$ cat config.mk
export PLATFORM = sky130hd
export DESIGN_NAME = rx_payload_release_timer
export DESIGN_NICKNAME = d
export VERILOG_FILES = /design/src/rtl/rx_release_pkg.sv /design/src/rtl/skid_buffer.sv /design/src/rtl/rx_payload_release_timer.sv
export VERILOG_INCLUDE_DIRS = /design/src /design/src/rtl
export SDC_FILE = /design/constraint.sdc
export NUM_CORES = 1
export LEC_CHECK = 0
export BUFFER_PORTS_ARGS = -buffer_cell sky130_fd_sc_hd__buf_2
export CAP_MARGIN = 20
export CORE_ASPECT_RATIO = 2
export CORE_MARGIN = 5
export CORE_UTILIZATION = 54
export CTS_CLUSTER_DIAMETER = 120
export DETAILED_ROUTE_END_ITERATION = 8
export PLACE_DENSITY = 0.86
export SLEW_MARGIN = 25
export SYNTH_ARGS = -nofsm -noshare
export SYNTH_HDL_FRONTEND = slang
export SYNTH_SLANG_ARGS = --single-unit
export TNS_END_PERCENT = 20
$ cat constraint.sdc
create_clock -name pclk -period 3 [get_ports pclk]
set_input_delay 0.45 -clock pclk [delete_from_list [all_inputs] [get_ports pclk]]
set_output_delay 0.45 -clock pclk [all_outputs]
set_load 0.05 [all_outputs]
$ cat src/rtl/rx_release_consts.svh
// Constants for the received-payload release timer
`ifndef RX_RELEASE_CONSTS_SVH
`define RX_RELEASE_CONSTS_SVH
`define CLK_HZ 20000000
`define TICK_MS_NUM 1
`define TICK_CYCLES ((`CLK_HZ / 1000) * `TICK_MS_NUM)
`define DEFAULT_HOLD_MS 16'h03e8
`define ADDR_CTRL 12'h000
`define ADDR_RX_DELAY 12'h004
`define ADDR_CTS_DELAY 12'h008
`define ADDR_STATUS 12'h00c
`define CTRL_BIT_ENABLE 0
`define CTRL_BIT_CTS_KEY 1
`define STATUS_BIT_HOLDING 0
`define STATUS_BIT_OUT_VALID 1
`define STATUS_BIT_IN_READY 2
`define SETTING_W 8
`endif

$ cat src/rtl/rx_release_pkg.sv
// Types for the received-payload release timer
package rx_release_pkg;
   typedef enum logic [1:0] {
      MODE_NONE,
      MODE_DEFAULT_SECOND,
      MODE_RX_DELAY,
      MODE_CTS_KEY
   } hold_mode_t;
endpackage

$ cat src/rtl/skid_buffer.sv
// Two-entry buffer with valid and ready on both sides
`timescale 1ns/10ps
`default_nettype none
module skid_buffer #(
   parameter int WIDTH = 8
) (
   input wire logic pclk,
   input wire logic presetn,
   input wire logic in_valid,
   output logic in_ready,
   input wire logic [WIDTH-1:0] in_data,
   output logic out_valid,
   input wire logic out_ready,
   output logic [WIDTH-1:0] out_data
);
   typedef struct packed {
      logic [1:0][WIDTH-1:0] mem;
      logic [1:0] count;
   } buf_t;

   buf_t r;
   buf_t next_r;
   logic push;
   logic pop;

   // Refuse an empty word at elaboration, before any logic is built
   if (WIDTH < 1) begin : g_bad_width
      $error("skid_buffer WIDTH must be positive");
   end

   // Entry 0 is the head; read data come from a register
   assign in_ready = (r.count != 2'd2);
   assign out_valid = (r.count != 2'd0);
   assign out_data = r.mem[0];
   assign push = in_valid && in_ready;
   assign pop = out_valid && out_ready;

   // Shift on pop so the head always stays in entry 0
   always_comb begin
      next_r = r;
      if (pop) begin
         next_r.mem[0] = r.mem[1];
      end
      if (push) begin
         if (pop) begin
            next_r.mem[r.count - 2'd1] = in_data;
         end else begin
            next_r.mem[r.count[0]] = in_data;
         end
      end
      next_r.count = r.count + {1'b0, push} - {1'b0, pop};
   end

   always_ff @(posedge pclk or negedge presetn) begin
      if (!presetn) begin
         r <= '0;
      end else begin
         r <= next_r;
      end
   end
endmodule
`default_nettype wire

$ cat src/rtl/rx_payload_release_timer.sv
// Release timer that holds received radio payload before serial output
//
// Design decisions made here: register access over APB and the register offsets.
`timescale 1ns/10ps
`default_nettype none
`include "rx_release_consts.svh"

module rx_payload_release_timer #(
   parameter int DATA_W = 8,
   parameter int TICK_CYCLES = `TICK_CYCLES
) (
   input wire logic pclk,
   input wire logic presetn,
   input wire logic psel,
   input wire logic penable,
   input wire logic pwrite,
   input wire logic [11:0] paddr,
   input wire logic [31:0] pwdata,
   output logic [31:0] prdata,
   output logic pready,
   output logic pslverr,
   input wire logic rx_valid,
   output logic rx_ready,
   input wire logic [DATA_W-1:0] rx_data,
   input wire logic rts,
   output logic out_valid,
   input wire logic out_ready,
   output logic [DATA_W-1:0] out_data
);
   typedef struct packed {
      logic enable;
      logic cts_key;
      logic [`SETTING_W-1:0] rx_delay_ms;
      logic [`SETTING_W-1:0] cts_delay_ms;
      logic holding;
      logic released;
      logic [15:0] ms_left;
      logic [31:0] tick_cnt;
      logic [31:0] rdata;
      logic [DATA_W-1:0] hold_data;
      logic hold_full;
   } state_t;

   state_t r;
   state_t next_r;
   logic buf_in_valid;
   logic buf_in_ready;
   logic setup_access;
   logic wr;
   logic addr_ok;
   logic tick;
   logic expired;
   logic cancel;
   rx_release_pkg::hold_mode_t mode;

   // Refuse parameters at elaboration; a word must fit one bus read
   if (DATA_W < 1 || DATA_W > 32 || TICK_CYCLES < 1) begin : g_bad_params
      $error("rx_payload_release_timer: unsupported parameters");
   end

   // Known register offsets only
   function automatic logic addr_mapped(input logic [11:0] a);
      addr_mapped = (a == `ADDR_CTRL) || (a == `ADDR_RX_DELAY) ||
         (a == `ADDR_CTS_DELAY) || (a == `ADDR_STATUS);
   endfunction

   // Pick the hold length mode by rank
   function automatic rx_release_pkg::hold_mode_t pick_mode(input logic en,
         input logic key, input logic [`SETTING_W-1:0] rxd);
      if (key) begin
         pick_mode = rx_release_pkg::MODE_CTS_KEY;
      end else if (rxd != '0) begin
         pick_mode = rx_release_pkg::MODE_RX_DELAY;
      end else if (en) begin
         pick_mode = rx_release_pkg::MODE_DEFAULT_SECOND;
      end else begin
         pick_mode = rx_release_pkg::MODE_NONE;
      end
   endfunction

   // APB decode, single-cycle answer
   assign setup_access = psel && penable;
   assign addr_ok = addr_mapped(paddr);
   assign wr = setup_access && pwrite && addr_ok;
   assign pready = 1'b1;
   assign pslverr = setup_access && !addr_ok;
   assign prdata = r.rdata;

   assign mode = pick_mode(r.enable, r.cts_key, r.rx_delay_ms);
   assign tick = (r.tick_cnt == 32'(TICK_CYCLES - 1));
   assign expired = r.holding && tick && (r.ms_left <= 16'h0001);
   // Rts only cancels in modes where it may end the wait
   assign cancel = r.holding && rts &&
      ((mode == rx_release_pkg::MODE_CTS_KEY) || r.enable);
   assign rx_ready = !r.hold_full;
   assign buf_in_valid = r.hold_full && r.released;

   // Read data are registered at the end of the setup phase, so prdata is ready in the access phase
   always_comb begin
      next_r = r;
      next_r.rdata = r.rdata;
      if (wr) begin
         case (paddr)
            `ADDR_CTRL: begin
               next_r.enable = pwdata[`CTRL_BIT_ENABLE];
               next_r.cts_key = pwdata[`CTRL_BIT_CTS_KEY];
            end
            `ADDR_RX_DELAY: begin
               next_r.rx_delay_ms = pwdata[`SETTING_W-1:0];
            end
            `ADDR_CTS_DELAY: begin
               next_r.cts_delay_ms = pwdata[`SETTING_W-1:0];
            end
            default: begin
               next_r.rdata = r.rdata;
            end
         endcase
      end
      if (psel && !penable && !pwrite) begin
         case (paddr)
            `ADDR_CTRL: begin
               next_r.rdata = 32'h0000_0000;
               next_r.rdata[`CTRL_BIT_ENABLE] = r.enable;
               next_r.rdata[`CTRL_BIT_CTS_KEY] = r.cts_key;
            end
            `ADDR_RX_DELAY: begin
               next_r.rdata = {24'h000000, r.rx_delay_ms};
            end
            `ADDR_CTS_DELAY: begin
               next_r.rdata = {24'h000000, r.cts_delay_ms};
            end
            `ADDR_STATUS: begin
               next_r.rdata = 32'h0000_0000;
               next_r.rdata[`STATUS_BIT_HOLDING] = r.holding;
               next_r.rdata[`STATUS_BIT_OUT_VALID] = out_valid;
               next_r.rdata[`STATUS_BIT_IN_READY] = rx_ready;
            end
            default: begin
               next_r.rdata = 32'h0000_0000;
            end
         endcase
      end

      // Millisecond tick runs only while a hold is pending
      if (r.holding) begin
         next_r.tick_cnt = tick ? 32'h0000_0000 : r.tick_cnt + 32'h0000_0001;
         if (tick) begin
            next_r.ms_left = r.ms_left - 16'h0001;
         end
      end else begin
         next_r.tick_cnt = 32'h0000_0000;
      end
      if (expired || cancel) begin
         next_r.holding = 1'b0;
         next_r.released = 1'b1;
      end

      // Hand the released word to the output buffer; stalls keep it here
      if (buf_in_valid && buf_in_ready) begin
         next_r.hold_full = 1'b0;
         next_r.released = 1'b0;
      end

      // Capture a new payload and start its hold
      if (rx_valid && !r.hold_full) begin
         next_r.hold_data = rx_data;
         next_r.hold_full = 1'b1;
         next_r.tick_cnt = 32'h0000_0000;
         case (mode)
            rx_release_pkg::MODE_CTS_KEY: begin
               next_r.ms_left = {8'h00, r.cts_delay_ms};
            end
            rx_release_pkg::MODE_RX_DELAY: begin
               next_r.ms_left = {8'h00, r.rx_delay_ms};
            end
            rx_release_pkg::MODE_DEFAULT_SECOND: begin
               next_r.ms_left = `DEFAULT_HOLD_MS;
            end
            default: begin
               next_r.ms_left = 16'h0000;
            end
         endcase
         // A zero length hold passes straight through
         if ((mode == rx_release_pkg::MODE_NONE) ||
               ((mode == rx_release_pkg::MODE_CTS_KEY) && (r.cts_delay_ms == '0))) begin
            next_r.holding = 1'b0;
            next_r.released = 1'b1;
         end else begin
            next_r.holding = 1'b1;
            next_r.released = 1'b0;
         end
      end
   end

   always_ff @(posedge pclk or negedge presetn) begin
      if (!presetn) begin
         r <= '0;
      end else begin
         r <= next_r;
      end
   end

   // Output buffer so a stalled receiver loses no word
   skid_buffer #(
      .WIDTH(DATA_W)
   ) u_out_buf (
      .pclk(pclk),
      .presetn(presetn),
      .in_valid(buf_in_valid),
      .in_ready(buf_in_ready),
      .in_data(r.hold_data),
      .out_valid(out_valid),
      .out_ready(out_ready),
      .out_data(out_data)
   );
endmodule
`default_nettype wire

==> impl_metrics.py, run 1 <==
metrics = {
    "status": {
        "status": "complete, no violations",
    },
    "die": {
        "die_h_um": 152,
        "die_w_um": 80.9,
        "row_count": 51,
        "core_mm2": 0.00983,
        "die_area_mm2": 0.0123,
        "initial_core_util_pct": 55.3,
        "io_pins": 104,
    },
    "logic_synthesis": {
        "synthArstFlopShare_pct": 100,
        "syn-mean-instance-area_um2": 10.1,
        "synth_compound_area_share_pct": 6.20,
        "synth_ff_type": "dfrtp_1",
        "yosys_warnings": 0,
        "synth_area_leader_cell": "dfrtp_1",
        "synthAdderAreaFrac_pct": 1.15,
        "synth.most_common_cell": "dfrtp_1",
        "synth_commonest_cells": "103 x dfrtp_1, 60 x nand2_1, 50 x nor2_1, 41 x buf_4, 27 x mux2_2",
        "syn_area_mm2": 0.00543,
        "synth-edff-count": 0,
        "synth_cell_types": 52,
        "yosys-top-cells-area": "dfrtp_1 47%, buf_4 5.7%, mux2_2 5.6%",
        "synth_top_area_share_pct": 47.5,
        "synthXorXnorAreaFrac_pct": 5.97,
        "synth-seq-cells": 103,
        "yosys.area_share.simple_pct": 22.0,
        "muxShareOfSynthArea_pct": 9.56,
        "synth-seq-area-share_pct": 47.5,
        "syn_inst": 536,
        "synth_top_family_by_area": "simple AND/OR/NAND/NOR gates",
    },
    "sta": {
        "relSlewSlack_pct": 52.9,
        "fin_ws_ps": 425,
        "holdWs_ps": 97.4,
        "max_freq_mhz": 388,
        "drv_slew": 0,
        "rsz0062_at_grt": "no",
        "hold_viol_final": 0,
        "skew_ps": 12.8,
        "worst_slew_pin_slew_ps": 704,
        "tns_ps": 0,
        "period_share_pct": 85.8,
        "finalSetupViolCount": 0,
        "period_needed_ps": 2580,
    },
    "power": {
        "finalPower_mw": 4.07,
        "ir_worst_vdd_mv": 0.426,
        "pwr_density_cell_mw_per_mm2": 677,
        "p_leak_nw": 2.78,
    },
    "clock_tree": {
        "cts_resized": 0,
        "cts_tree": "yes",
        "postCtsHoldBufs": 0,
        "numCtsBuffers": 9,
        "cts_max_path_buffers": 2,
        "cts-htree-levels": 3,
        "clk_pin_slew_ps": 80,
        "post_cts_buffers": 0,
        "insertion_delay_ps": 350,
        "cts.sinks": 103,
        "clk_root_buffer_cell": "clkbuf_16",
    },
    "grt": {
        "antenna_found_initial": 0,
        "grt_overflow_total": 0,
        "first_global_vias": 4355,
        "grt_pass1_wl_mm": 20.6,
        "grt_max_degree": 59,
        "grt_use_total_pct": 21.0,
    },
    "placement": {
        "io_buffers": 54,
        "dp_hpwl_mm": 8.77,
        "gp_congestion": 0.886,
        "pre_cts_ws_ps": 403,
        "dpl-instance-area_mm2": 0.00568,
        "post-place-cells": 697,
    },
    "setup_path": {
        "worstPathRequired_ps": 3280,
        "crit_arrival_ps": 2850,
        "crit_fanout": 9,
        "startpoint_type": "flip-flop",
        "critPathCaptureType": "flip-flop",
        "critPathKind": "reg -> reg",
    },
    "finish": {
        "drive_gt1_share_pct": 22.4,
        "synthToLayoutAreaGrowth_pct": 10.6,
        "register_area_mm2": 0.00258,
        "fin_nets": 641,
        "stdcell_count": 713,
        "fin_util_pct": 61.1,
        "multi_input_area_mm2": 0.00253,
        "fillers": 783,
        "n_antenna_cell": 0,
        "stdcell_area_mm2": 0.00600,
    },
    "routing": {
        "wire_per_inst_um": 17.2,
        "drcViolationCount": 0,
        "drtPass1Iterations": 5,
        "via_count": 4169,
        "drtAntennaViolNets": 0,
        "first_iter_violations": 329,
        "routed_wl_mm": 12.3,
        "viasPerCell": 5.85,
    },
    "run": {
        "max_cap_violations": 0,
    },
    "min_path": {
        "hold_path.class": "in -> async",
    },
}
## state kept, by name, summed over array words and instances (netlist names)
register and cells:
u_out_buf.out_data 8, r 77, u_out_buf.r 10, prdata 8
## cell type report
type | count | area share, %
sequential | 103 | 42.9
multi-input combinational | 388 | 42.2
timing repair buffer | 65 | 6.13
clock buffer | 9 | 3.75
tap | 132 | 2.75
clock inverter | 7 | 1.73
inverter | 9 | 0.563
## power by group
part / internal, mW / leakage [nW] / switching, mW
sequential: 1.59 / 1.39 / 0.137
combinational: 0.355 / 1.22 / 0.707
clock: 0.743 / 0.161 / 0.537
## kinds of logic after synthesis
group,after synthesis
DFF,103
other,2
xor gates and xnor gates,37
muxes,46
and+or+nand+nor,225
AOI/OAI and AO/OA,50
adders and majority gates,5
buffers and inverters,68
## critical path: stages, from the launching register on
cell and delay (ps):
dfrtp_1 390, ha_1 240, and4_1 310, nand4_1 200, or4_1 700, or3_2 510
a21oi_1 150
## routing by layer
metal  vias up  GRT usage, %  share of wire [%]
li1       1906             -                  -
met1      2059          21.8                 35
met2       159          38.7                 56
met3        45          4.32                4.7
met4         0          9.67                4.2
met5         -             0                  0
## final timing paths
| check | to | from | cells after the start | slack, ps |
|---|---|---|---|---|
| max reg2reg | r[88] | r[41] | 6 | 420 |
| max in group asynchronous | r[102] | presetn | 2 | 2180 |
| min in group pclk | r[2] | rx_data[1] | 3 | 280 |
| min | u_out_buf.r[13] | presetn | 1 | 100 |
| max | r[88] | r[41] | 6 | 420 |
| min reg2reg | prdata[4] | prdata[4] | 2 | 480 |
## layout by cell type (no fill, tap or decap), types with 17 or more instances in the layout
cell type and count:
conb_1 25, mux2i_1 17, nand3_1 20, nand2_1 60, dfrtp_1 103, buf_2 53
xor2_1 23, nor2_1 50, mux2_2 27
Power figures use the tool's default switching activity.
==> inputs of run 2 (changes only) <==
--- a/config.mk
+++ b/config.mk
@@ -8,7 +8,7 @@
 export LEC_CHECK = 0
 export BUFFER_PORTS_ARGS = -buffer_cell sky130_fd_sc_hd__buf_2
 export CAP_MARGIN = 20
-export CORE_ASPECT_RATIO = 2
+export CORE_ASPECT_RATIO = 1.2
 export CORE_MARGIN = 5
 export CORE_UTILIZATION = 54
 export CTS_CLUSTER_DIAMETER = 120
==> impl_metrics.py, run 2 (same netlist as run 1, synthesis figures left out) <==
metrics = {
    "setup_path": {
        "critPathKind": "reg -> reg",
        "max_stage_delay_ps": 700,
        "worst-path-buf-inv": 0,
        "critical_path.cell_chain": "ha_1 -> and4_1 -> nand4_1 -> or4_1 -> or3_2 -> a21oi_1",
        "worstPathRequired_ps": 3270,
        "critPathCaptureType": "flip-flop",
        "slowest_stage": "or4_1",
        "cp_top_family": "simple AND/OR/NAND/NOR gates",
        "startpoint_type": "flip-flop",
        "crit_fanout": 9,
        "crit_arrival_ps": 2900,
    },
    "grt": {
        "grt_overflow_total": 0,
        "grt_pass1_wl_mm": 19.9,
        "antenna_found_initial": 0,
        "grt_use_total_pct": 20.3,
        "first_global_vias": 4140,
        "grt_max_degree": 55,
    },
    "sta": {
        "finalSetupViolCount": 0,
        "drv_slew": 0,
        "relSlewSlack_pct": 54.4,
        "max_freq_mhz": 381,
        "fin_ws_ps": 377,
        "rsz0062_at_grt": "no",
        "skew_ps": 8.83,
        "holdWs_ps": 131,
        "hold_viol_final": 0,
        "worst_slew_pin_slew_ps": 678,
        "period_share_pct": 87.4,
        "period_needed_ps": 2620,
        "tns_ps": 0,
    },
    "die": {
        "die_h_um": 120,
        "die_area_mm2": 0.0122,
        "die_w_um": 102,
        "initial_core_util_pct": 54.8,
        "io_pins": 104,
        "row_count": 40,
        "core_mm2": 0.00991,
    },
    "clock_tree": {
        "clk_pin_slew_ps": 70,
        "cts_resized": 0,
        "numCtsBuffers": 9,
        "insertion_delay_ps": 350,
        "postCtsHoldBufs": 0,
        "cts_max_path_buffers": 2,
        "cts-htree-levels": 3,
        "clk_root_buffer_cell": "clkbuf_16",
        "cts.sinks": 103,
        "post_cts_buffers": 0,
        "cts_tree": "yes",
    },
    "routing": {
        "wire_per_inst_um": 17.1,
        "first_iter_violations": 254,
        "routedLengthMet1_mm": 4.81,
        "drcViolationCount": 0,
        "top_layer": "met4",
        "via_count": 4132,
        "viasPerCell": 5.84,
        "wl_met2_mm": 6.47,
        "drtAntennaViolNets": 0,
        "drtPass1Iterations": 4,
        "routed_wl_mm": 12.1,
        "wl_met3_um": 584,
    },
    "finish": {
        "stdcell_area_mm2": 0.00601,
        "regMostFlops": "r",
        "stdcell_count": 707,
        "reg_top3": "r x77, u_out_buf.r x10",
        "n_antenna_cell": 0,
        "largest_register_ffs": 77,
        "drive_gt1_share_pct": 22.4,
        "layout_common_cells": "103 x dfrtp_1, 60 x nand2_1, 53 x buf_2, 50 x nor2_1, 27 x mux2_2",
        "fin_nets": 641,
        "layout_commonest_cell": "dfrtp_1",
        "synthToLayoutAreaGrowth_pct": 10.7,
    },
    "min_path": {
        "hold_path.class": "in -> async",
    },
    "run": {
        "max_cap_violations": 0,
    },
    "placement": {
        "dp_hpwl_mm": 8.18,
        "io_buffers": 54,
        "pre_cts_ws_ps": 407,
        "post-place-cells": 691,
        "gp_congestion": 0.828,
        "dpl-instance-area_mm2": 0.00567,
    },
    "power": {
        "p_leak_nw": 2.78,
        "pwr_density_cell_mw_per_mm2": 686,
        "ir_worst_vdd_mv": 0.331,
    },
    "status": {
        "status": "complete, no violations",
    },
}
==> run 2: path summary, 6_finish.rpt <==
check | startpoint | endpoint | slack (ps) | cells past startpoint
worst max-delay path | r[41] | r[88] | 380 | 6
worst min-delay path | presetn | r[6] | 130 | 1
worst max register to register | r[41] | r[88] | 380 | 6
worst min register to register | prdata[4] | prdata[4] | 500 | 2
max in group asynchronous | presetn | r[102] | 2150 | 2
min in group pclk | rx_data[2] | r[3] | 290 | 3
==> run 2: final cells by class <==
cell class | count | area [um^2]
inverters | 9 | 33.8
flip-flops and latches | 103 | 2580
multi-input cells | 388 | 2530
fillers | 784 | 3890
clock buffers | 10 | 239
repair buffers | 65 | 368
clock inverters | 6 | 108
well taps | 126 | 158
==> run 2: report_power, final <==
part	switching, mW	internal (mW)	total, mW
logic	0.704	0.356	1.06
registers	0.134	1.59	1.72
clock network	0.512	0.835	1.35
==> run 2: metal layers <==
layer / up-vias / track usage [%]
li1: 1909 / -
met1: 2072 / 24.3
met2: 130 / 35.7
met3: 21 / 4.13
met4: 0 / 6.90
met5: - / 0
==> run 2: stage by stage <==
step                total power, mW  utilization [%]
finish                         4.13             60.7
CTS                            4.15             60.7
global placement               2.73             57.2
detailed placement             2.79             57.2
global route                   4.31             60.7
floorplan                      2.59                -
==> inputs of run 3 (changes only) <==
--- a/config.mk
+++ b/config.mk
@@ -6,14 +6,14 @@
 export SDC_FILE = /design/constraint.sdc
 export NUM_CORES = 1
 export LEC_CHECK = 0
-export BUFFER_PORTS_ARGS = -buffer_cell sky130_fd_sc_hd__buf_2
+export BUFFER_PORTS_ARGS = -buffer_cell sky130_fd_sc_hd__buf_4
 export CAP_MARGIN = 20
 export CORE_ASPECT_RATIO = 1.2
 export CORE_MARGIN = 5
-export CORE_UTILIZATION = 54
+export CORE_UTILIZATION = 55
 export CTS_CLUSTER_DIAMETER = 120
 export DETAILED_ROUTE_END_ITERATION = 8
-export PLACE_DENSITY = 0.86
+export PLACE_DENSITY = 0.87
 export SLEW_MARGIN = 25
 export SYNTH_ARGS = -nofsm -noshare
 export SYNTH_HDL_FRONTEND = slang
==> impl_metrics.py, run 3 (same netlist as run 1, synthesis figures left out) <==
metrics = {
    "grt": {
        "grt_use_total_pct": 20.2,
        "grt_overflow_total": 0,
        "antenna_found_initial": 0,
        "grt_max_degree": 95,
        "first_global_vias": 4173,
        "grt_pass1_wl_mm": 19.6,
    },
    "placement": {
        "post-place-cells": 688,
        "io_buffers": 54,
        "dp_hpwl_mm": 8.13,
        "gp_congestion": 0.853,
    },
    "die": {
        "die_area_mm2": 0.0120,
        "core_mm2": 0.00961,
        "initial_core_util_pct": 56.5,
        "die_h_um": 119,
        "die_w_um": 101,
        "row_count": 39,
        "io_pins": 104,
    },
    "sta": {
        "finalSetupViolCount": 0,
        "rsz0062_at_grt": "no",
        "worst_slew_pin_slew_ps": 779,
        "tns_ps": 0,
        "max_freq_mhz": 389,
        "period_needed_ps": 2570,
        "hold_viol_final": 0,
        "period_share_pct": 85.8,
        "skew_ps": 8.14,
        "relSlewSlack_pct": 47.6,
        "drv_slew": 0,
    },
    "finish": {
        "layout_commonest_cell": "dfrtp_1",
        "regMostFlops": "r",
        "layout_common_cells": "103 x dfrtp_1, 64 x buf_4, 60 x nand2_1, 50 x nor2_1, 27 x mux2_2",
        "largest_register_ffs": 77,
        "n_antenna_cell": 0,
        "stdcell_count": 705,
        "fin_nets": 642,
        "reg_top3": "r x77, u_out_buf.r x10",
        "drive_gt1_share_pct": 22.0,
        "fillers": 710,
        "synthToLayoutAreaGrowth_pct": 12.6,
    },
    "setup_path": {
        "crit_arrival_ps": 2830,
        "r2r-end": "r[88]",
        "startpoint_type": "flip-flop",
        "crit_fanout": 9,
        "r2r_slack_ps": 430,
        "worstPathRequired_ps": 3260,
        "r2r_start": "r[41]",
        "critPathKind": "reg -> reg",
        "critPathCaptureType": "flip-flop",
        "reg2reg_depth": 6,
    },
    "min_path": {
        "hold_path_depth": 3,
        "hold-path-endpoint": "r[6]",
        "hold_start": "rx_data[5]",
        "hold_path.class": "in -> reg",
    },
    "clock_tree": {
        "postCtsHoldBufs": 1,
        "clk_pin_slew_ps": 70,
        "cts-htree-levels": 3,
        "cts.sinks": 103,
        "cts_tree": "yes",
        "cts_resized": 0,
        "cts_max_path_buffers": 2,
        "post_cts_buffers": 0,
        "insertion_delay_ps": 340,
        "numCtsBuffers": 9,
        "clk_root_buffer_cell": "clkbuf_16",
    },
    "status": {
        "status": "complete, no violations",
    },
    "routing": {
        "routed_wl_mm": 12.0,
        "viasPerCell": 5.78,
        "drtPass1Iterations": 4,
        "first_iter_violations": 240,
        "via_count": 4076,
        "drcViolationCount": 0,
        "drtAntennaViolNets": 0,
        "wire_per_inst_um": 17.1,
    },
    "power": {
        "ir_worst_vdd_mv": 0.311,
        "p_leak_nw": 2.80,
        "pwr_density_cell_mw_per_mm2": 659,
    },
    "run": {
        "max_cap_violations": 0,
    },
}
[run 3: cell count changes in the layout (fill, tap and decap cells not counted)]
| cell | delta |
|---|---|
| buf_4 | +53 |
| buf_2 | -53 |
| clkbuf_1 | +2 |
| bufinv_16 | -2 |
| clkinv_2 | -2 |
| dlygate4sd3_1 | +1 |
| clkbuf_8 | +2 |
[run 3: worst max path at each step]
| stage | cells after the start | endpoint | from | slack (ps) |
|---|---|---|---|---|
| final | 6 | r[88] | r[41] | 430 |
| after global routing | 6 | r[88] | r[41] | 260 |
| after CTS | 6 | r[88] | r[41] | 430 |
| after detailed placement | 6 | r[88] | r[41] | 430 |
| after global placement | 6 | r[88] | r[41] | 530 |
| after floorplan | 7 | r[90] | r[41] | 550 |
[run 3: per-stage QoR]
| step | area [um^2] | hold WS [ps] | total power, mW | utilization [%] | worst slack, ps |
|---|---|---|---|---|---|
| global placement | 5800 | 286 | 2.78 | 60.3 | 533 |
| detailed placement | 5800 | 291 | 2.84 | 60.3 | 426 |
| floorplan | 5520 | 154 | 2.59 | - | 549 |
| global route | 6120 | 305 | 4.22 | 63.6 | 263 |
| CTS | 6120 | 296 | 4.05 | 63.6 | 432 |
| finish | 6120 | 299 | 4.03 | 63.6 | 427 |
[run 3: layout make-up]
cell class	instances	area, um^2	area share [%]
Clock buffer	14	274	4.48
Clock inverter	2	37.5	0.613
Inverter	9	33.8	0.552
Multi-Input combinational cell	388	2530	41.4
Sequential cell	103	2580	42.1
Tap cell	123	154	2.52
Timing Repair Buffer	66	510	8.34
[run 3: power breakdown]
group | internal (mW) | switching (mW) | total (mW)
clock network | 0.716 | 0.489 | 1.21
logic | 0.400 | 0.701 | 1.10
registers | 1.59 | 0.139 | 1.73
[run 3: per-layer routing]
layer	part of all wire, %	vias up	GRT usage [%]
met1	40	2019	24.4
met4	2.4	0	8.42
met5	0	-	0
met2	52	122	35.0
met3	5.2	32	3.86
li1	-	1903	-
[run 3: critical path, stage by stage, from the launching register on]
cell and delay, ps:
dfrtp_1 380, ha_1 240, and4_1 300, nand4_1 200, or4_1 690, or3_2 510
a21oi_1 170
